[config.mk]
export PLATFORM = sky130hd
export DESIGN_NAME = pftd_core
export DESIGN_NICKNAME = d
export VERILOG_FILES = /design/src/pftd_pkg.sv /design/src/pftd_core.sv
export VERILOG_INCLUDE_DIRS = /design/src
export SDC_FILE = /design/constraint.sdc
export NUM_CORES = 1
export LEC_CHECK = 0
export BUFFER_PORTS_ARGS = -buffer_cell sky130_fd_sc_hd__buf_4
export CORE_ASPECT_RATIO = 2
export CORE_MARGIN = 5
export CORE_UTILIZATION = 50
export CTS_CLUSTER_SIZE = 24
export DETAILED_ROUTE_END_ITERATION = 10
export HOLD_SLACK_MARGIN = 0.15
export PLACE_DENSITY = 0.68
export SLEW_MARGIN = 40
export SYNTH_ARGS = -nofsm -noshare
export SYNTH_HDL_FRONTEND = slang
export SYNTH_SLANG_ARGS = --single-unit
[constraint.sdc]
create_clock -name ref_clk -period 2.35 [get_ports ref_clk]
set_input_delay 0.235 -clock ref_clk [delete_from_list [all_inputs] [get_ports ref_clk]]
set_output_delay 0.235 -clock ref_clk [all_outputs]
set_load 0.03 [all_outputs]
[src/pftd_params.svh]
// offsets, field positions and reset values of the pwm force/trigger/dead-band block
// assumes a 4-bit word-indexed register port with 16-bit data
`ifndef PFTD_PARAMS_SVH
`define PFTD_PARAMS_SVH

`define PFTD_AW 4
`define PFTD_DW 16

`define PFTD_ADDR_FORCE 4'h0
`define PFTD_ADDR_FORCE_RELOAD 4'h1
`define PFTD_ADDR_EVT_SEL 4'h2
`define PFTD_ADDR_EVT_PRESCALE 4'h3
`define PFTD_ADDR_SECOND_PRESCALE 4'h4
`define PFTD_ADDR_CNT_INIT 4'h5
`define PFTD_ADDR_DB_CTRL 4'h6
`define PFTD_ADDR_RISE_DLY 4'h7
`define PFTD_ADDR_FALL_DLY 4'h8
`define PFTD_ADDR_STATUS 4'h9

`define PFTD_RST_16 16'h0000
`define PFTD_RST_2 2'h0
`define PFTD_RST_4 4'h0
`define PFTD_RST_DLY 14'h0000

// force register fields
`define PFTD_FORCE_A_LSB 0
`define PFTD_FORCE_B_LSB 2
// event select register fields
`define PFTD_ES_INTERRUPT_SOURCE_SELECT_LSB 0
`define PFTD_ES_INTERRUPT_ENABLE_BIT 3
`define PFTD_ES_CMPSEL_A 4
`define PFTD_ES_CMPSEL_B 5
`define PFTD_ES_SRC_A_LSB 8
`define PFTD_ES_EN_A 11
`define PFTD_ES_SRC_B_LSB 12
`define PFTD_ES_EN_B 15
// prescale fields: period of ch A in [3:0], ch B in [11:8]
`define PFTD_PS_A_LSB 0
`define PFTD_PS_B_LSB 8
`define PFTD_PS_PAIR_SEL 15
// dead-band control fields
`define PFTD_DB_OUT_LSB 0
`define PFTD_DB_POL_LSB 2
`define PFTD_DB_IN_LSB 4
`define PFTD_DB_RLD_R_LSB 6
`define PFTD_DB_RLD_F_LSB 8
`define PFTD_DB_SWAP_LSB 10
`define PFTD_DB_DUAL 12
`define PFTD_DB_HALF 13
`define PFTD_DB_USED 14'h3fff
`define PFTD_DLY_W 14

// action-qualifier event indices
`define PFTD_EV_ZRO 4'd0
`define PFTD_EV_PRD 4'd1
`define PFTD_EV_T1U 4'd2
`define PFTD_EV_T1D 4'd3
`define PFTD_EV_T2U 4'd4
`define PFTD_EV_T2D 4'd5
`define PFTD_EV_CBU 4'd6
`define PFTD_EV_CBD 4'd7
`define PFTD_EV_CAU 4'd8
`define PFTD_EV_CAD 4'd9
`define PFTD_NEV 10

`endif

[src/pftd_pkg.sv]
// types shared by the pwm force/trigger/dead-band block
// assumes nothing beyond a SystemVerilog compiler
package pftd_pkg;
  typedef enum logic [1:0] {
    PFTD_CNT_UP,
    PFTD_CNT_DOWN,
    PFTD_CNT_UPDOWN,
    PFTD_CNT_STOP
  } pftd_cnt_mode_t;

  typedef enum logic [1:0] {
    PFTD_ACT_NONE,
    PFTD_ACT_LOW,
    PFTD_ACT_HIGH,
    PFTD_ACT_TOGGLE
  } pftd_act_t;

  typedef enum logic [1:0] {
    PFTD_LD_ZERO,
    PFTD_LD_PERIOD,
    PFTD_LD_EITHER,
    PFTD_LD_NONE
  } pftd_load_t;
endpackage

[src/pftd_core.sv]
// force override, event priority, conversion-start prescale and dead-band for one pwm pair
// assumes all event strobes come from time-base logic on ref_clk, one cycle wide
// Contract
// - software force beats every counter event
// - down-count order: force, zero, t1, t2, cb, ca, period
// - up-count order: force, period, t1, t2, cb, ca, zero
// - force code 01 low, 10 high, else none
// - force b at bits 3:2, a at 1:0
// - active force change reaches output two cycles later
// - force shadow reloads on zero, period or either
// - no immediate force load, only via reload
// - one 4-bit event counter per trigger channel
// - source select and compare pair pick increment event
// - pair select picks first or second period
// - pulse at period count, only when enabled
// - four-bit period field per channel per pair
// - event counter starts from init register value
// - event select bit layout as specified
// - delays count cycles, or half cycles
// - delay values shadowed, loaded per load mode
// - input mode, polarity and bypass per path
// - swap 00 pass, 01 a, 10 b, 11 cross
// - dual-edge puts both delays on b path
`include "pftd_params.svh"
`timescale 1ns/1ps
`default_nettype none

module pftd_core
  import pftd_pkg::*;
(
  input wire logic ref_clk,
  input wire logic reset_n,
  input wire logic [`PFTD_AW-1:0] reg_addr,
  input wire logic [`PFTD_DW-1:0] reg_wdata,
  input wire logic reg_wr,
  input wire logic reg_rd,
  output logic [`PFTD_DW-1:0] reg_rdata,
  input wire logic [1:0] cnt_mode,
  input wire logic cnt_dir_up,
  input wire logic ctr_zero,
  input wire logic ctr_period,
  input wire logic t1_up,
  input wire logic t1_dn,
  input wire logic t2_up,
  input wire logic t2_dn,
  input wire logic [3:0] cmp_up,
  input wire logic [3:0] cmp_dn,
  input wire logic [2*`PFTD_NEV-1:0] act_a,
  input wire logic [2*`PFTD_NEV-1:0] act_b,
  output logic pwm_output_a,
  output logic pwm_output_b,
  output logic conversion_start_pulse_a,
  output logic conversion_start_pulse_b
);

  // register file
  logic [3:0] force_shadow_ff;
  logic [3:0] force_active_ff;
  logic [1:0] force_reload_select_ff;
  logic [15:0] event_select_register_ff;
  logic [15:0] event_prescale_register_ff;
  logic [15:0] second_prescale_register_ff;
  logic [7:0] counter_init_register_ff;
  logic [13:0] deadband_control_register_ff;
  logic [`PFTD_DLY_W-1:0] dly_shadow_ff [2];
  logic [`PFTD_DLY_W-1:0] dly_active_ff [2];
  logic [3:0] evt_cnt_ff [2];
  logic [`PFTD_DW-1:0] rdata_ff;

  wire wr_force = reg_wr && (reg_addr == `PFTD_ADDR_FORCE);
  wire wr_reload = reg_wr && (reg_addr == `PFTD_ADDR_FORCE_RELOAD);
  wire wr_sel = reg_wr && (reg_addr == `PFTD_ADDR_EVT_SEL);
  wire wr_ps = reg_wr && (reg_addr == `PFTD_ADDR_EVT_PRESCALE);
  wire wr_ps2 = reg_wr && (reg_addr == `PFTD_ADDR_SECOND_PRESCALE);
  wire wr_init = reg_wr && (reg_addr == `PFTD_ADDR_CNT_INIT);
  wire wr_db = reg_wr && (reg_addr == `PFTD_ADDR_DB_CTRL);
  wire wr_rise = reg_wr && (reg_addr == `PFTD_ADDR_RISE_DLY);
  wire wr_fall = reg_wr && (reg_addr == `PFTD_ADDR_FALL_DLY);

  // force shadow and its reload
  wire [1:0] rld_sel = force_reload_select_ff;
  wire force_reload = ((rld_sel == 2'h0) && ctr_zero) ||
                      ((rld_sel == 2'h1) && ctr_period) ||
                      ((rld_sel == 2'h2) && (ctr_zero || ctr_period));

  always_ff @(posedge ref_clk) begin
    if (!reset_n) begin
      force_shadow_ff <= `PFTD_RST_4;
      force_active_ff <= `PFTD_RST_4;
      force_reload_select_ff <= `PFTD_RST_2;
    end else begin
      if (wr_force)
        force_shadow_ff <= reg_wdata[3:0];
      if (wr_reload)
        force_reload_select_ff <= reg_wdata[1:0];
      // active copy changes only on the reload event
      if (force_reload)
        force_active_ff <= force_shadow_ff;
    end
  end

  always_ff @(posedge ref_clk) begin
    if (!reset_n) begin
      event_select_register_ff <= `PFTD_RST_16;
      event_prescale_register_ff <= `PFTD_RST_16;
      second_prescale_register_ff <= `PFTD_RST_16;
      counter_init_register_ff <= 8'h00;
      deadband_control_register_ff <= `PFTD_DLY_W'(0);
    end else begin
      if (wr_sel)
        event_select_register_ff <= reg_wdata & 16'hff3f;
      if (wr_ps)
        event_prescale_register_ff <= reg_wdata & 16'h8f0f;
      if (wr_ps2)
        second_prescale_register_ff <= reg_wdata & 16'h0f0f;
      if (wr_init)
        counter_init_register_ff <= reg_wdata[7:0];
      if (wr_db)
        deadband_control_register_ff <= reg_wdata[13:0] & `PFTD_DB_USED;
    end
  end

  // action qualifier: priority resolution
  typedef logic [3:0] ev_order_t [`PFTD_NEV];
  localparam ev_order_t ORD_UP = '{`PFTD_EV_PRD, `PFTD_EV_T1U, `PFTD_EV_T2U, `PFTD_EV_CBU,
    `PFTD_EV_CAU, `PFTD_EV_ZRO, `PFTD_EV_T1D, `PFTD_EV_T2D, `PFTD_EV_CBD, `PFTD_EV_CAD};
  localparam ev_order_t ORD_DN = '{`PFTD_EV_ZRO, `PFTD_EV_T1D, `PFTD_EV_T2D, `PFTD_EV_CBD,
    `PFTD_EV_CAD, `PFTD_EV_PRD, `PFTD_EV_T1U, `PFTD_EV_T2U, `PFTD_EV_CBU, `PFTD_EV_CAU};
  localparam ev_order_t ORD_UDI = '{`PFTD_EV_T1U, `PFTD_EV_T2U, `PFTD_EV_CBU, `PFTD_EV_CAU,
    `PFTD_EV_ZRO, `PFTD_EV_T1D, `PFTD_EV_T2D, `PFTD_EV_CBD, `PFTD_EV_CAD, `PFTD_EV_PRD};
  localparam ev_order_t ORD_UDD = '{`PFTD_EV_T1D, `PFTD_EV_T2D, `PFTD_EV_CBD, `PFTD_EV_CAD,
    `PFTD_EV_PRD, `PFTD_EV_T1U, `PFTD_EV_T2U, `PFTD_EV_CBU, `PFTD_EV_CAU, `PFTD_EV_ZRO};

  wire [`PFTD_NEV-1:0] evt = {cmp_dn[0], cmp_up[0], cmp_dn[1], cmp_up[1],
                              t2_dn, t2_up, t1_dn, t1_up, ctr_period, ctr_zero};

  // highest-priority firing event with a real action wins
  function automatic logic [1:0] resolve(input ev_order_t ord,
                                         input logic [`PFTD_NEV-1:0] ev,
                                         input logic [2*`PFTD_NEV-1:0] act);
    logic [1:0] res;
    logic [1:0] a;
    res = PFTD_ACT_NONE;
    for (int i = `PFTD_NEV - 1; i >= 0; i--) begin
      a = act[2*ord[i] +: 2];
      if (ev[ord[i]] && (a != PFTD_ACT_NONE))
        res = a;
    end
    return res;
  endfunction

  function automatic logic apply(input logic cur, input logic [1:0] a, input logic [1:0] frc);
    logic r;
    unique case (a)
      PFTD_ACT_LOW: r = 1'b0;
      PFTD_ACT_HIGH: r = 1'b1;
      PFTD_ACT_TOGGLE: r = ~cur;
      PFTD_ACT_NONE: r = cur;
    endcase
    // force codes 00 and 11 leave the event result alone
    if (frc == 2'h1)
      r = 1'b0;
    else if (frc == 2'h2)
      r = 1'b1;
    return r;
  endfunction

  pftd_cnt_mode_t mode;
  assign mode = pftd_cnt_mode_t'(cnt_mode);
  wire stopped = (mode == PFTD_CNT_STOP);
  wire ev_order_t ord_sel = (mode == PFTD_CNT_UP) ? ORD_UP :
                            (mode == PFTD_CNT_DOWN) ? ORD_DN :
                            cnt_dir_up ? ORD_UDI : ORD_UDD;
  wire [1:0] res_a = stopped ? 2'h0 : resolve(ord_sel, evt, act_a);
  wire [1:0] res_b = stopped ? 2'h0 : resolve(ord_sel, evt, act_b);

  logic aq_a_ff;
  logic aq_b_ff;
  // force is applied after event resolution, so it wins in every mode
  wire nxt_aq_a = apply(aq_a_ff, res_a, force_active_ff[`PFTD_FORCE_A_LSB +: 2]);
  wire nxt_aq_b = apply(aq_b_ff, res_b, force_active_ff[`PFTD_FORCE_B_LSB +: 2]);

  always_ff @(posedge ref_clk) begin
    if (!reset_n) begin
      aq_a_ff <= 1'b0;
      aq_b_ff <= 1'b0;
    end else begin
      aq_a_ff <= nxt_aq_a;
      aq_b_ff <= nxt_aq_b;
    end
  end

  // event trigger: two conversion-start channels
  wire pair_sel = event_prescale_register_ff[`PFTD_PS_PAIR_SEL];
  logic [1:0] soc_pulse_ff;

  for (genvar c = 0; c < 2; c++) begin : g_soc
    localparam int SRC_LSB = (c == 0) ? `PFTD_ES_SRC_A_LSB : `PFTD_ES_SRC_B_LSB;
    localparam int EN_BIT = (c == 0) ? `PFTD_ES_EN_A : `PFTD_ES_EN_B;
    localparam int CMP_BIT = (c == 0) ? `PFTD_ES_CMPSEL_A : `PFTD_ES_CMPSEL_B;
    localparam int PS_LSB = (c == 0) ? `PFTD_PS_A_LSB : `PFTD_PS_B_LSB;
    wire [2:0] src = event_select_register_ff[SRC_LSB +: 3];
    wire en = event_select_register_ff[EN_BIT];
    wire cd = event_select_register_ff[CMP_BIT];
    wire c1_up = cd ? cmp_up[2] : cmp_up[0];
    wire c1_dn = cd ? cmp_dn[2] : cmp_dn[0];
    wire c2_up = cd ? cmp_up[3] : cmp_up[1];
    wire c2_dn = cd ? cmp_dn[3] : cmp_dn[1];
    // code 000 is left undefined for software, treated here as no source
    wire src_ev = (src == 3'h1) ? ctr_zero :
                  (src == 3'h2) ? ctr_period :
                  (src == 3'h3) ? (ctr_zero || ctr_period) :
                  (src == 3'h4) ? c1_up :
                  (src == 3'h5) ? c1_dn :
                  (src == 3'h6) ? c2_up :
                  (src == 3'h7) ? c2_dn : 1'b0;
    wire [3:0] prd = pair_sel ? second_prescale_register_ff[PS_LSB +: 4] :
                                event_prescale_register_ff[PS_LSB +: 4];
    wire [3:0] cnt = evt_cnt_ff[c];
    wire [3:0] cnt_inc = cnt + 4'h1;
    // counter holds at the period while disabled so no event is lost
    wire at_prd = (cnt == prd) && (prd != 4'h0);
    wire fire = at_prd && en;

    always_ff @(posedge ref_clk) begin
      if (!reset_n) begin
        evt_cnt_ff[c] <= `PFTD_RST_4;
        soc_pulse_ff[c] <= 1'b0;
      end else begin
        soc_pulse_ff[c] <= fire;
        if (wr_init)
          evt_cnt_ff[c] <= reg_wdata[4*c +: 4];
        else if (fire)
          evt_cnt_ff[c] <= 4'h0;
        else if (src_ev && (cnt != prd))
          evt_cnt_ff[c] <= cnt_inc;
      end
    end
  end

  // dead-band
  wire [13:0] dbc = deadband_control_register_ff;
  wire [1:0] out_mode = dbc[`PFTD_DB_OUT_LSB +: 2];
  wire [1:0] polarity_select = dbc[`PFTD_DB_POL_LSB +: 2];
  wire [1:0] in_mode = dbc[`PFTD_DB_IN_LSB +: 2];
  wire [1:0] output_swap_select = dbc[`PFTD_DB_SWAP_LSB +: 2];
  wire dual_edge_delay_mode = dbc[`PFTD_DB_DUAL];
  wire half_period_delay_clock = dbc[`PFTD_DB_HALF];
  // a half-period tick is emulated by stepping two units per ref_clk cycle
  wire [`PFTD_DLY_W-1:0] dly_step = half_period_delay_clock ? `PFTD_DLY_W'(2) :
                                                               `PFTD_DLY_W'(1);
  logic [1:0] dly_out_ff;
  logic [`PFTD_DLY_W-1:0] dly_cnt_ff [2];
  wire src_rise = in_mode[0] ? aq_b_ff : aq_a_ff;
  wire src_fall = in_mode[1] ? aq_b_ff : aq_a_ff;
  // dual-edge chains the falling stage behind the rising stage
  wire fall_in = dual_edge_delay_mode ? dly_out_ff[0] : src_fall;
  wire [1:0] dly_in = {~fall_in, src_rise};

  for (genvar d = 0; d < 2; d++) begin : g_dly
    localparam int LD_LSB = (d == 0) ? `PFTD_DB_RLD_R_LSB : `PFTD_DB_RLD_F_LSB;
    wire [1:0] ld_mode = dbc[LD_LSB +: 2];
    wire ld = ((ld_mode == 2'h0) && ctr_zero) ||
              ((ld_mode == 2'h1) && ctr_period) ||
              ((ld_mode == 2'h2) && (ctr_zero || ctr_period));
    wire wr_me = (d == 0) ? wr_rise : wr_fall;
    wire [`PFTD_DLY_W:0] cnt_sum = {1'b0, dly_cnt_ff[d]} + {1'b0, dly_step};
    wire done = dly_cnt_ff[d] >= dly_active_ff[d];

    always_ff @(posedge ref_clk) begin
      if (!reset_n) begin
        dly_shadow_ff[d] <= `PFTD_RST_DLY;
        dly_active_ff[d] <= `PFTD_RST_DLY;
        dly_cnt_ff[d] <= `PFTD_RST_DLY;
        dly_out_ff[d] <= 1'b0;
      end else begin
        if (wr_me)
          dly_shadow_ff[d] <= reg_wdata[`PFTD_DLY_W-1:0];
        if (ld)
          dly_active_ff[d] <= dly_shadow_ff[d];
        // output goes high only after input stays high for the delay
        if (!dly_in[d]) begin
          dly_cnt_ff[d] <= `PFTD_RST_DLY;
          dly_out_ff[d] <= 1'b0;
        end else if (done) begin
          dly_out_ff[d] <= 1'b1;
        end else begin
          dly_cnt_ff[d] <= cnt_sum[`PFTD_DLY_W] ? {`PFTD_DLY_W{1'b1}} :
                                                  cnt_sum[`PFTD_DLY_W-1:0];
        end
      end
    end
  end

  wire red_out = dly_out_ff[0];
  wire fed_out = ~dly_out_ff[1];
  // dual-edge leaves a path meaningful only if bypassed or swapped away
  wire path_a_raw = out_mode[0] ? red_out : aq_a_ff;
  wire path_b_raw = out_mode[1] ? fed_out : aq_b_ff;
  wire path_a = path_a_raw ^ polarity_select[0];
  wire path_b = path_b_raw ^ polarity_select[1];
  wire nxt_out_a = output_swap_select[1] ? path_b : path_a;
  wire nxt_out_b = (output_swap_select == 2'h1 || output_swap_select == 2'h3) ?
                   path_a : path_b;

  logic pwm_a_ff;
  logic pwm_b_ff;
  always_ff @(posedge ref_clk) begin
    if (!reset_n) begin
      pwm_a_ff <= 1'b0;
      pwm_b_ff <= 1'b0;
    end else begin
      pwm_a_ff <= nxt_out_a;
      pwm_b_ff <= nxt_out_b;
    end
  end

  // read port
  wire [15:0] status = {8'h00, evt_cnt_ff[1], evt_cnt_ff[0]};
  // only three bits of the b count fit beside the pair select; full counts live at word 9
  wire [15:0] ps1_rd = {event_prescale_register_ff[15], evt_cnt_ff[1][2:0],
                        event_prescale_register_ff[11:8], evt_cnt_ff[0],
                        event_prescale_register_ff[3:0]};
  wire [15:0] nxt_rdata =
    !reg_rd ? 16'h0000 :
    (reg_addr == `PFTD_ADDR_FORCE) ? {12'h000, force_shadow_ff} :
    (reg_addr == `PFTD_ADDR_FORCE_RELOAD) ? {14'h0000, force_reload_select_ff} :
    (reg_addr == `PFTD_ADDR_EVT_SEL) ? event_select_register_ff :
    (reg_addr == `PFTD_ADDR_EVT_PRESCALE) ? ps1_rd :
    (reg_addr == `PFTD_ADDR_SECOND_PRESCALE) ? {evt_cnt_ff[1],
      second_prescale_register_ff[11:8], evt_cnt_ff[0], second_prescale_register_ff[3:0]} :
    (reg_addr == `PFTD_ADDR_CNT_INIT) ? {8'h00, counter_init_register_ff} :
    (reg_addr == `PFTD_ADDR_DB_CTRL) ? {2'h0, dbc} :
    (reg_addr == `PFTD_ADDR_RISE_DLY) ? {2'h0, dly_shadow_ff[0]} :
    (reg_addr == `PFTD_ADDR_FALL_DLY) ? {2'h0, dly_shadow_ff[1]} :
    (reg_addr == `PFTD_ADDR_STATUS) ? (status | {13'h0000, pwm_b_ff, pwm_a_ff, 1'b0} << 8) :
    16'h0000;
  always_ff @(posedge ref_clk) begin
    if (!reset_n)
      rdata_ff <= `PFTD_RST_16;
    else
      rdata_ff <= nxt_rdata;
  end

  assign reg_rdata = rdata_ff;
  assign pwm_output_a = pwm_a_ff;
  assign pwm_output_b = pwm_b_ff;
  assign conversion_start_pulse_a = soc_pulse_ff[0];
  assign conversion_start_pulse_b = soc_pulse_ff[1];

endmodule
`default_nettype wire

# Word-level counts from Yosys, hierarchy flattened

Memory sizes are Yosys's and may differ from the RTL's.
Index checks and enable logic that the tools add are counted.

Input bits: 81
Memories: 4
Bits in writable memories: 92
Word-level logic and storage cells: 371
Register bits: 87
Output and inout bits: 20

Memories:

| name          | depth | width | read ports | clocked after memory_dff | write ports | line             | source |
|---|---|---|---|---|---|---|---|
| dly_active_ff | 2     | 14    | 2          | 0                        | 2           | pftd_core.sv:66  | `` logic [`PFTD_DLY_W-1:0] dly_active_ff [2]; `` |
| dly_cnt_ff    | 2     | 14    | 2          | 0                        | 2           | pftd_core.sv:253 | `` logic [`PFTD_DLY_W-1:0] dly_cnt_ff [2]; `` |
| dly_shadow_ff | 2     | 14    | 2          | 0                        | 2           | pftd_core.sv:65  | `` logic [`PFTD_DLY_W-1:0] dly_shadow_ff [2]; `` |
| evt_cnt_ff    | 2     | 4     | 2          | 0                        | 2           | pftd_core.sv:67  | `logic [3:0] evt_cnt_ff [2];` |

Reductions and logical operators: 87
Bitwise gates (word level): 22
Add/sub/neg operators: 4
Shift-type cells: 20
Muxes and demuxes: 155
Magnitude comparators: 12
Eq/ne operators: 49

Operator list:

| cell                 | count |
|---|---|
| $shiftx A20 B6 Y2    | 18 |
| $mux W14             | 14 |
| $mux W1              | 89 |
| $mux W38             | 2 |
| $mux W16             | 3 |
| $mux W2              | 23 |
| $lt A4 B5 Y1 const B | 9 |
| $logic_and A1 B1 Y1  | 44 |
| $bmux W1 S4          | 10 |
| $mux W4              | 10 |
| $reduce_bool A2 Y1   | 20 |
| $shiftx A20 B4 Y2    | 2 |
| $mux W37             | 1 |
| $add A14 B2 Y15      | 2 |
| $ge A14 B14 Y1       | 2 |
| $eq A3 B3 Y1 const B | 8 |
| $eq A2 B2 Y1 const B | 11 |
| $eq A2 B1 Y1 const B | 9 |
| $eq A4 B3 Y1 const B | 4 |
| $or A1 B1 Y1         | 14 |
| $eq A3 B2 Y1 const B | 4 |
| $logic_not A2 Y1     | 6 |
| $mux W11             | 1 |
| $or A8 B11 Y11       | 1 |
| 18 further kinds     | 42 |

# Logic depth before layout (Yosys ltp)

Gate-level depths: netlist (run 1).

Depth after elaboration: 20
Gate-level depth with buffers: 11
Gate-level depth less buffers: 10

# Worst setup path after synthesis (run 1)

Ideal clock, no wire load.

Path kind: register to register
Start point: register deadband_control_register_ff[13], in the netlist dbc[13]
End point: memory dly_cnt_ff[0][1] in the netlist's numbering (data pin)
Arrival: 2.328 ns
Library setup time: 0.147 ns
Path buffers: 1
Period minus slack after synthesis: 2.476 ns
Stages on the path, launching flop included: 12
Data required time: 2.203 ns
Path slack: -0.126 ns
Cell sequence: dfxtp_1 -> inv_1 -> ha_1 -> inv_1 -> fa_1 -> nor3b_1 -> and2_1 -> nand4_1 -> nor2_1 -> nand3_1 -> clkbuf_1 -> a21oi_1

RTL lines:

| item                     | line             | source |
|---|---|---|
| start: declaration       | pftd_core.sv:64  | `logic [13:0] deadband_control_register_ff;` |
| start signal: assignment | pftd_core.sv:108 | `` deadband_control_register_ff <= `PFTD_DLY_W'(0); `` |
| start signal: assignment | pftd_core.sv:119 | `` deadband_control_register_ff <= reg_wdata[13:0] & `PFTD_DB_USED; `` |
| end: declaration         | pftd_core.sv:253 |  |

==> metrics.md, run 1 <==
| Metric | Value |
|---|---|
| Status | `completed` |
| Antenna-violating nets left | `0` |
| Die Ht | `221 microns` |
| Final WS setup | `0.0341 ns` |
| Max layer used | `met4` |
| Global placement routability congestion | `1.11` |
| Grt total ovfl | `0` |
| Crit path launch type | `flip-flop` |
| Number of synthesized flops with an enable pin | `92` |
| Clock net sink count | `179` |
| Final worst-path cycle share | `98.5%` |
| Unrepaired setup endpoints after global routing | `yes` |
| Most frequent cell after synthesis | `nand2_1` |
| Tot GR Track Use | `30.2%` |
| Asr flop ratio synth | `0%` |
| Wl on met1 | `11.6 mm` |
| CP most frequent cell | `a21o_1` |
| Post-synth cell types | `78` |
| Worst EP required | `2.64 ns` |
| Worst-Margin Slew | `0.685 ns` |
| Post-synth top cells | `nand2_1 (173), a21oi_1 (102), mux2i_1 (101)` |
| Hold_ws | `0.204 ns` |
| Row count | `77` |
| CTS clk-pin slew, worst paths | `0.07 ns` |
| Leak pwr | `5.76 nW` |
| Cell count after synthesis | `1,207` |
| Total core area | `0.0221 sq mm` |
| Final nets | `1,509` |
| Vias in the first global route | `10.5k` |
| #FFs+latches synth | `179` |
| WP data arrival | `2.60 ns` |
| Crit-path max FO | `7` |
| Setup WS pre-CTS | `-0.198 ns` |
| Syn Nets | `1,324` |
| Synth warn | `0` |
| Average wire per standard cell | `23.1 microns` |
| R2R setup slack | `0.03 ns` |
| CTS root buf | `clkbuf_16` |
| Post-DP HPWL | `30.3 mm` |
| Initial DRC count | `821` |
| WL final | `38.8 mm` |
| Ports | `101` |
| Final hold vios | `0` |
| CP max stage cell | `edfxtp_1` |
| Crit-path cells | `inv_2, ha_4, a21o_1, a21oi_2, o221ai_2, a21o_1, a21o_1, a21oi_2, o211ai_1, buf_4, a211oi_2` |
| TritonCTS clock tree | `built` |
| Seq/Total Area, Yosys | `40.5%` |
| Initial antenna violation count | `0` |
| Slew margin rel. | `53.9%` |
| Final setup viols | `0` |
| DRC errors left | `0` |
| Mapped cell area | `0.0111 sq mm` |
| Port Buffer Count | `100` |
| Largest net degree at the start of global routing | `40` |
| Share of the synthesized area in the top cell type | `24.9%` |
| Routed via count | `10.4k` |
| Cts bufs inserted | `17` |
| CP endpoint kind | `flip-flop` |
| HP Class | `in -> reg` |
| Diode count | `0` |
| Clk Latency, worst-skew pair | `0.44 ns` |
| Share of cells above drive strength 1 | `22.9%` |
| CP peak stage delay | `0.40 ns` |
| Avg Cell Area, Syn | `9.21 sq um` |
| Main synth FF type | `edfxtp_1` |
| Cell taking the most area after synthesis | `edfxtp_1` |
| Crit path time final | `2.32 ns` |
| Maximum vdd ir drop | `0.000529 V` |
| Top cells by area, synth | `edfxtp_1 (25%), dfxtp_1 (16%), mux2i_1 (9.1%), nand2_1 (5.8%), a21oi_1 (4.6%)` |
| Die width | `115 microns` |
| Met2 Wirelength | `21.2 mm` |
| Initial Utilization | `50.4%` |
| Cell Pwr Density | `634 mW/mm^2` |
| CTS H-Tree Depth | `4` |
| Pre-Repair DR Iteration Count | `6` |
| Vias/cell | `6.16` |
| Metal3 WL | `1.89 mm` |
| Max-cap violations | `0` |
| Synth-to-layout area growth | `23.7%` |
| Die area | `0.0255 sq mm` |
| FMAX | `432 MHz` |
| Clock tree buffer depth | `2` |
| Max-slew violations | `0` |
| Setup CP Type | `reg -> reg` |
| First-pass GRT wire length | `57.8 mm` |
| Max Clock Skew | `0.00818 ns` |
per-stage QoR:
step | utilization, % | instance area [sq um] | instances | total power, mW | TNS, ns
floorplan | - | 11100 | 1207 | 4.87 | -0.00532
global placement | 58.0 | 12800 | 1626 | 5.65 | -0.360
detailed placement | 58.0 | 12800 | 1626 | 5.68 | -1.46
CTS | 61.8 | 13600 | 1679 | 8.65 | 0
global route | 62.3 | 13800 | 1681 | 9.01 | -2.01
finish | 62.3 | 13800 | 1681 | 8.71 | 0
cell type report:
type                       count  area, sq um
fill                        1923         8310
multi-input combinational    906         6150
sequential                   179         4500
timing repair buffer         238         1950
clock buffer                  17          425
tap                          276          345
inverter                      50          188
clock inverter                15          179
worst max-delay path, delay by kind of cell, from the launching register on:
family	cells	cell delay [ns]
buf+inv	2	0.32
compound gates	8	1.24
fa+ha+maj	1	0.21
flops	1	0.40
state kept, by name (all words and copies together) (netlist names), 2 cells and up:
signal                       flops
force_active_ff                  4
dly_active_ff                   28
event_prescale_register_ff       9
second_prescale_register_ff      8
dly_shadow_ff                   28
dly_cnt_ff                      28
reg_rdata                       16
event_select_register_ff        14
dbc                             14
force_shadow_ff                  4
evt_cnt_ff                       8
counter_init_register_ff         8
force_reload_select_ff           2
power breakdown:
group | total (mW) | switching, mW | leakage (nW) | internal (mW)
registers | 3.74 | 0.215 | 1.70 | 3.53
clock network | 2.95 | 1.27 | 0.295 | 1.68
logic | 2.02 | 1.13 | 3.76 | 0.891
total | 8.71 | 2.61 | 5.76 | 6.10
repair_timing:
action,CTS,global route
endpoints found under the hold margin,78,0
pin swaps,10,4
setup endpoints to repair,37,54
resized for setup,9,22
buffers inserted,2,2
gates cloned,2,0
hold buffers,17,0
metal layers:
layer / global-route usage (%) / up-vias
met4: 25.9 / 0
li1: - / 4775
met3: 4.95 / 195
met1: 26.4 / 4922
met2: 56.4 / 466
met5: 0 / -
worst paths after layout:
path,start,endpoint,cells past startpoint
worst min-delay path,reg_wr,event_prescale_register_ff[15]$_SDFFE_PN0P_,3
worst max-delay path,dly_active_ff[0][3]$_SDFFCE_PN0P_,dly_cnt_ff[0][12]$_SDFFCE_PN0P_,11
worst max register to register,dly_active_ff[0][3]$_SDFFCE_PN0P_,dly_cnt_ff[0][12]$_SDFFCE_PN0P_,11
worst min register to register,counter_init_register_ff[5]$_SDFFE_PN0P_,counter_init_register_ff[5]$_SDFFE_PN0P_,2
cells in the final DEF (no fill, tap or decap), types with 17 or more instances in the layout:
cell and count:
mux2i_1 101, xor2_1 21, edfxtp_1 92, a21oi_1 95, nand3_1 51, buf_4 209, and2_1 36, nand2_1 171
and3_1 36, inv_1 44, a22oi_1 17, o21ai_0 37, dlygate4sd3_1 17, dfxtp_1 87, nor2_1 55, clkbuf_16 17
ha_1 32
cell families (layout without fill, tap and decap cells):
kind of cell	Yosys count	after routing	synth area share (%)
simple gates	445	445	19.7
compound gates	272	272	16.1
flops	179	179	40.5
buf+inv	122	320	5.25
mux	121	121	11.6
fa+ha+maj	36	36	4.19
xor+xnor	32	32	2.52
Power figures use the tool's default switching activity.
==> inputs of run 2 (changes only) <==
--- a/config.mk
+++ b/config.mk
@@ -14,6 +14,7 @@
 export DETAILED_ROUTE_END_ITERATION = 10
 export HOLD_SLACK_MARGIN = 0.15
 export PLACE_DENSITY = 0.68
+export RECOVER_POWER = 50
 export SLEW_MARGIN = 40
 export SYNTH_ARGS = -nofsm -noshare
 export SYNTH_HDL_FRONTEND = slang
==> run 2 against run 1 <==
  * Clock power barely moved
  * Core utilization decreased by 0.62 points
  * Flip-flop and latch count unchanged
  * Critical path type is now in -> reg
==> metrics.md, run 2 (same netlist as run 1, synthesis figures left out) <==
| Metric | Value |
|---|---|
| Crit path buf inv count | `2 (unchanged)` |
| Crit-path cells | `dlygate4sd3_1, buf_4, nor3_1, nand2_1, nand2_1, a21oi_1` |
| Maximum vdd ir drop | `0.000533 V (+0.69%)` |
| Total core area | `0.0221 sq mm (unchanged)` |
| Die width | `115 microns (unchanged)` |
| Final setup TNS | `0 ns (unchanged)` |
| Die area | `0.0255 sq mm (unchanged)` |
| Area of the multi-input gates | `0.00614 sq mm (-0.16%)` |
| Post-DP HPWL | `30.3 mm (unchanged)` |
| Final worst-path cycle share | `99.0% (+0.49 points)` |
| Port Buffer Count | `100 (unchanged)` |
| Clock net sink count | `179 (unchanged)` |
| WL final | `38.8 mm (about the same)` |
| Tot GR Track Use | `30.2% (unchanged)` |
| Final setup viols | `0 (unchanged)` |
| Max Clock Skew | `0.00842 ns (+0.000237 ns)` |
| Grt total ovfl | `0 (unchanged)` |
| Row count | `77 (unchanged)` |
| Diode count | `0 (unchanged)` |
| First-pass GRT wire length | `57.8 mm (unchanged)` |
| Crit Reg-Reg Startpoint | `dly_active_ff[0][3]$_SDFFCE_PN0P_` |
| Cts bufs inserted | `17 (unchanged)` |
| Synth-to-layout area growth | `22.5%` |
| Commonest non-fill, non-tap cell in the layout | `buf_4` |
| Status | `completed` |
| WP data arrival | `2.65 ns (+0.05 ns)` |
| Clock tree buffer depth | `2 (unchanged)` |
| Setup WS pre-CTS | `-0.198 ns (unchanged)` |
| Ports | `101 (unchanged)` |
| Setup CP Type | `in -> reg` |
| Largest registers | `dly_active_ff (28), dly_cnt_ff (28), dly_shadow_ff (28)` |
| CP endpoint kind | `flip-flop` |
| Top delay family on crit path | `simple AND/OR/NAND/NOR gates` |
| Max-cap violations | `0 (unchanged)` |
| CP most frequent cell | `nand2_1` |
| CTS H-Tree Depth | `4 (unchanged)` |
| Crit-path max FO | `12 (+5)` |
| Final WS setup | `0.0226 ns (-0.0114 ns)` |
| Crit path time final | `2.33 ns (+0.0114 ns)` |
| Global placement routability congestion | `1.11 (unchanged)` |
| CTS root buf | `clkbuf_16` |
| CTS clk-pin slew, worst paths | `0.07 ns (about the same)` |
| Fill cell count | `1,954 (+1.6%)` |
| Worst EP required | `2.68 ns (+0.04 ns)` |
| Routed via count | `10.4k (+0.24%)` |
| Die Ht | `221 microns (unchanged)` |
| Final hold vios | `0 (unchanged)` |
| Vias in the first global route | `10.5k (unchanged)` |
| Worst Hold Launch | `reg_wr` |
| Share of cells above drive strength 1 | `20.6% (-2.3 points)` |
| Largest net degree at the start of global routing | `40 (unchanged)` |
| TritonCTS clock tree | `built` |
| CP max stage cell | `nor3_1` |
| Antenna-violating nets left | `0 (unchanged)` |
| Clk Latency, worst-skew pair | `0.45 ns (about the same)` |
| Commonest non-fill, non-tap cells in the layout | `buf_4 (179), nand2_1 (171), mux2i_1 (101), a21oi_1 (95), edfxtp_1 (92)` |
| CP peak stage delay | `0.90 ns (+0.50 ns)` |
| Max-slew violations | `0 (unchanged)` |
| Critical Path Source | `reg_addr[3]` |
| Final nets | `1,509 (unchanged)` |
| HP Class | `in -> reg` |
| Vias/cell | `6.18 (+0.24%)` |
| Storage cell area | `0.00450 sq mm (unchanged)` |
| Pre-Repair DR Iteration Count | `7 (+1)` |
| Initial antenna violation count | `0 (unchanged)` |
| Worst-Margin Slew | `1.10 ns (+0.418 ns)` |
| Leak pwr | `5.62 nW (-2.3%)` |
| DRC errors left | `0 (unchanged)` |
| Slew margin rel. | `25.9% (-28 points)` |
| Cell Pwr Density | `639 mW/mm^2 (+0.81%)` |
| Initial DRC count | `784 (-4.5%)` |
| Unrepaired setup endpoints after global routing | `yes` |
| Average wire per standard cell | `23.1 microns (about the same)` |
| Crit path launch type | `primary input` |
| Initial Utilization | `50.4% (unchanged)` |
| FMAX | `430 MHz (-0.49%)` |
[run 2: final timing paths]
path                            cells after the start  slack [ns]                                           to
worst max-delay path                                6        0.02   event_prescale_register_ff[1]$_SDFFE_PN0P_
worst min-delay path                                3        0.20  event_prescale_register_ff[15]$_SDFFE_PN0P_
worst max register to register                     11        0.03              dly_cnt_ff[0][12]$_SDFFCE_PN0P_
worst min register to register                      2        0.45     counter_init_register_ff[5]$_SDFFE_PN0P_
[run 2: timing repair]
action                                  in CTS  in global routing
hold buffers                                17                  0
endpoints found under the hold margin       78                  0
endpoints found under the setup margin      37                 54
cloned                                       2                  0
pin swaps                                   10                  4
buffers inserted                             2                  2
resized for setup                            9                 22
[run 2: final cells by class]
| type | instances | area share (%) |
|---|---|---|
| sequential | 179 | 33.1 |
| inverter | 50 | 1.38 |
| clock inverter | 15 | 1.31 |
| multi-input combinational | 906 | 45.1 |
| tap | 276 | 2.54 |
| clock buffer | 17 | 3.12 |
| timing repair buffer | 238 | 13.4 |
[run 2: stage by stage]
step / instances / area (sq um) / hold WS (ns) / power, mW / utilization (%)
after floorplan: 1207 / 11100 / 0.347 / 4.87 / -
after global placement: 1626 / 12800 / 0.435 / 5.65 / 58.0
after detailed placement: 1626 / 12800 / 0.433 / 5.68 / 58.0
after CTS: 1679 / 13600 / 0.182 / 8.65 / 61.8
after global routing: 1681 / 13600 / 0.220 / 9.00 / 61.7
final: 1681 / 13600 / 0.205 / 8.70 / 61.7
[run 2: worst reg2reg max path: stages (launching register included)]
cell	delay, ns
edfxtp_1	0.40
inv_2	0.10
ha_4	0.21
a21o_1	0.19
a21oi_2	0.14
o221ai_2	0.12
a21o_1	0.17
a21o_1	0.16
a21oi_2	0.17
o211ai_1	0.15
buf_4	0.22
a211oi_2	0.14
[run 2: power by group]
group          switching (mW)  internal (mW)  total, mW  leakage [nW]
Combinational            1.12          0.875       1.99          3.63
Sequential              0.216           3.53       3.75          1.70
Clock                    1.27           1.68       2.96         0.295
[run 2: metal layers]
metal  part of all wire (%)  GRT usage (%)
met4                     10           25.9
met3                    4.8           4.95
met5                      0              0
met1                     30           26.4
met2                     55           56.4
==> inputs of run 3 (changes only) <==
--- a/config.mk
+++ b/config.mk
@@ -6,6 +6,7 @@
 export SDC_FILE = /design/constraint.sdc
 export NUM_CORES = 1
 export LEC_CHECK = 0
+export ABC_AREA = 1
 export BUFFER_PORTS_ARGS = -buffer_cell sky130_fd_sc_hd__buf_4
 export CORE_ASPECT_RATIO = 2
 export CORE_MARGIN = 5
==> run 3 against run 2 <==
  * The flow now finishes with violations (setup timing)
  * Clock-buffer cell count is 1 higher
  * Final area is 0.59% higher
  * Global-route usage is 0.83 points lower
  * Clock power is 1% lower
  * Worst setup slack worse by 0.023 ns
  * Worst hold slack better by 0.028 ns
  * Combinational power is 14% higher
  * Via count is 10% higher
  * Critical path depth is 8 higher
  * Power is 2.8% higher
  * Register-to-register slack worse by 0.03 ns
  * Largest cell class unchanged
  * Largest power group unchanged
  * Highest routed layer unchanged
==> metrics.md, run 3 <==
| Metric | Value |
|---|---|
| WL final | `37.6 mm (-3.0%)` |
| Total core area | `0.0222 sq mm (+0.44%)` |
| WP data arrival | `2.56 ns (-0.09 ns)` |
| Design area | `0.0137 sq mm (+0.59%)` |
| Cell taking the most area after synthesis | `edfxtp_1` |
| Final worst-path cycle share | `100% (+0.99 points)` |
| Setup CP Type | `reg -> reg` |
| FMAX | `425 MHz (-0.99%)` |
| CTS H-Tree Depth | `4 (unchanged)` |
| Final nets | `1,859 (+23%)` |
| CP endpoint kind | `flip-flop` |
| Clk Latency, worst-skew pair | `0.46 ns (about the same)` |
| Most frequent cell after synthesis | `nand2_1` |
| Vias in the first global route | `11.1k (+6.0%)` |
| Initial DRC count | `974 (+24%)` |
| Global placement routability congestion | `1.00 (-9.8%)` |
| CP peak stage delay | `0.40 ns (-0.50 ns)` |
| Met2 Use GR | `51.4% (-5.0 points)` |
| Clock net sink count | `179 (unchanged)` |
| CTS root buf | `clkbuf_16` |
| Seq/Total Area, Yosys | `40.1% (-0.47 points)` |
| Mapped cell area | `0.0112 sq mm (+1.2%)` |
| Routed via count | `11.4k (+10%)` |
| Synth warn | `0 (unchanged)` |
| Max Clock Skew | `0.0104 ns (+0.00200 ns)` |
| Maximum vdd ir drop | `0.000705 V (+32%)` |
| Syn Nets | `1,688 (+27%)` |
| Ports | `101 (unchanged)` |
| CP max stage cell | `edfxtp_1` |
| Top cells by area, synth | `edfxtp_1 (25%), dfxtp_1 (15%), nand2_1 (12%), inv_1 (7.7%), a21oi_1 (6.4%)` |
| GRT busiest layer | `met2` |
| Grt total ovfl | `0 (unchanged)` |
| Total power | `8.94 mW (+2.8%)` |
| Row count | `77 (unchanged)` |
| Port Buffer Count | `100 (unchanged)` |
| Post-Route Utilization | `61.8% (+0.093 points)` |
| Cts bufs inserted | `17 (unchanged)` |
| Unrepaired setup endpoints after global routing | `yes` |
| Antenna-violating nets left | `0 (unchanged)` |
| Hold_ws | `0.233 ns (+0.0278 ns)` |
| Leak pwr | `5.98 nW (+6.3%)` |
| Post-synth cell types | `54 (-31%)` |
| Initial antenna violation count | `0 (unchanged)` |
| Cell Pwr Density | `653 mW/mm^2 (+2.2%)` |
| Crit-path max FO | `8 (-4)` |
| Worst EP required | `2.56 ns (-0.12 ns)` |
| Slew margin rel. | `32.7% (+6.8 points)` |
| Number of synthesized flops with an enable pin | `92 (unchanged)` |
| Crit path launch type | `flip-flop` |
| Final WS setup | `-0.000679 ns (-0.0233 ns)` |
| #FFs+latches synth | `179 (unchanged)` |
| Die area | `0.0258 sq mm (+1.1%)` |
| Worst-Margin Slew | `1.01 ns (-0.0932 ns)` |
| Commonest non-fill, non-tap cells in the layout | `nand2_1 (357), inv_1 (226), buf_4 (155), a21oi_1 (141), o21ai_0 (125)` |
| Fill cell count | `2,083 (+6.6%)` |
| DRC errors left | `0 (unchanged)` |
| Violated checks | `setup timing` |
| Final hold vios | `0 (unchanged)` |
| TritonCTS clock tree | `built` |
| CTS clk-pin slew, worst paths | `0.08 ns (about the same)` |
| Synth-to-layout area growth | `21.8%` |
| Vias/cell | `5.63 (-8.8%)` |
| CP most frequent cell | `o21ai_1` |
| Die width | `116 microns (+0.54%)` |
| Commonest non-fill, non-tap cell in the layout | `nand2_1` |
| Post-DP HPWL | `29.0 mm (-4.3%)` |
| Initial Utilization | `50.7% (+0.37 points)` |
| Largest registers | `dly_active_ff (28), dly_cnt_ff (28), dly_shadow_ff (28)` |
| Crit path time final | `2.35 ns (+0.0233 ns)` |
| Avg Cell Area, Syn | `7.16 sq um (-22%)` |
| HP Class | `in -> reg` |
| Diode count | `0 (unchanged)` |
| Largest net degree at the start of global routing | `51 (+28%)` |
| Asr flop ratio synth | `0% (unchanged)` |
| Pre-Repair DR Iteration Count | `5 (-2)` |
| Main synth FF type | `edfxtp_1` |
| Crit-path cells | `ha_1, nand2_1, nor2_2, o21ai_1, o211a_1, o21a_1, o21ai_1, nand3_1, a21oi_1, nand3b_1, nor2_1, inv_1, buf_6, a31oi_1` |
| Die Ht | `222 microns (+0.56%)` |
| First-pass GRT wire length | `57.9 mm (+0.12%)` |
| Placed inst area | `0.0128 sq mm (-0.25%)` |
| Post-synth top cells | `nand2_1 (363), inv_1 (230), a21oi_1 (144)` |
| Status | `finished with violations` |
| Share of the synthesized area in the top cell type | `24.6% (-0.29 points)` |
| Met1 Track Usage GR | `30.6% (+4.3 points)` |
| Final setup viols | `1 (+1)` |
| Share of cells above drive strength 1 | `15.3% (-5.3 points)` |
| Clock tree buffer depth | `2 (unchanged)` |
| Setup WS pre-CTS | `-0.0633 ns (+0.135 ns)` |
| Max-slew violations | `0 (unchanged)` |
| Cell count after synthesis | `1,571 (+30%)` |
| Met3 usage | `5.11% (+0.16 points)` |
| Max-cap violations | `0 (unchanged)` |
| Tot GR Track Use | `29.4% (-0.83 points)` |
| Average wire per standard cell | `18.5 microns (-20%)` |
[run 3: cell count changes in the layout (fill, tap and decap cells not counted), sizes merged, moves of 40 or more]
cell   before  now
nand2     174  371
inv        53  246
o21ai      47  152
mux2i     101    1
nor2       58  131
nand3      51  120
a21oi     102  147
and2       40    0
[run 3: area by class of cell]
| class | count | area [sq um] | share of cell area [%] |
|---|---|---|---|
| timing repair buffer | 213 | 1650 | 12.1 |
| clock buffer | 18 | 429 | 3.13 |
| clock inverter | 14 | 159 | 1.16 |
| tap | 276 | 345 | 2.52 |
| sequential | 179 | 4500 | 32.9 |
| inverter | 239 | 897 | 6.55 |
| multi-input combinational | 1092 | 5710 | 41.7 |
[run 3: cells by family (layout without fill, tap and decap cells)]
family / count (synthesis) / count (layout) / synth area share, %
XOR/XNOR: 18 / 18 / 1.40
adder cells (fa/ha/maj): 36 / 36 / 4.14
AND/OR/NAND/NOR: 660 / 660 / 24.7
multiplexers: 1 / 1 / 0.0890
flip-flops: 179 / 179 / 40.1
AO/OA/AOI/OAI: 377 / 377 / 18.7
buffers and inverters: 300 / 484 / 10.8
[run 3: worst max-delay path, delay by kind of cell (launching register included)]
family          cells  cell delay, ns
compound gates      6            0.68
buf+inv             2            0.23
flops               1            0.40
fa+ha+maj           1            0.32
simple gates        5            0.45
[run 3: path summary, 6_finish.rpt]
| path | startpoint | endpoint | slack (ns) | cells past startpoint |
|---|---|---|---|---|
| setup reg to reg | dly_cnt_ff[1][3]$_SDFFCE_PN0P_ | dly_cnt_ff[1][13]$_SDFFCE_PN0P_ | -0.0007 | 14 |
| hold / removal | reg_rd | reg_rdata[3]$_SDFF_PN0_ | 0.23 | 3 |
| setup / recovery | dly_cnt_ff[1][3]$_SDFFCE_PN0P_ | dly_cnt_ff[1][13]$_SDFFCE_PN0P_ | -0.0007 | 14 |
| hold reg to reg | second_prescale_register_ff[10]$_SDFFE_PN0P_ | second_prescale_register_ff[10]$_SDFFE_PN0P_ | 0.47 | 2 |
[run 3: power by group]
part	switching, mW	internal [mW]
logic	1.36	0.903
clock network	1.40	1.52
registers	0.192	3.56
[run 3: repair_timing]
| item | 4_1_cts | 5_1_grt |
|---|---|---|
| pin swaps | 3 | 14 |
| hold endpoints to repair | 45 | 0 |
| resized for setup | 16 | 39 |
| setup buffers | 1 | 7 |
| cloned | 1 | 1 |
| endpoints found under the setup margin | 42 | 68 |
| hold buffers | 17 | 0 |
[run 3: stage by stage]
stage / instances / setup TNS (ns)
after floorplan: 1571 / 0
after global placement: 1972 / -0.0225
after detailed placement: 1972 / -0.534
after CTS: 2023 / 0
after global routing: 2031 / -2.23
final: 2031 / -0.000679
[run 3: per-layer routing]
layer / wire length, microns / vias to the layer above
met2: 19300 / 459
met5: 0 / -
met3: 2110 / 163
met4: 3210 / 0
met1: 13000 / 5224
li1: - / 5589
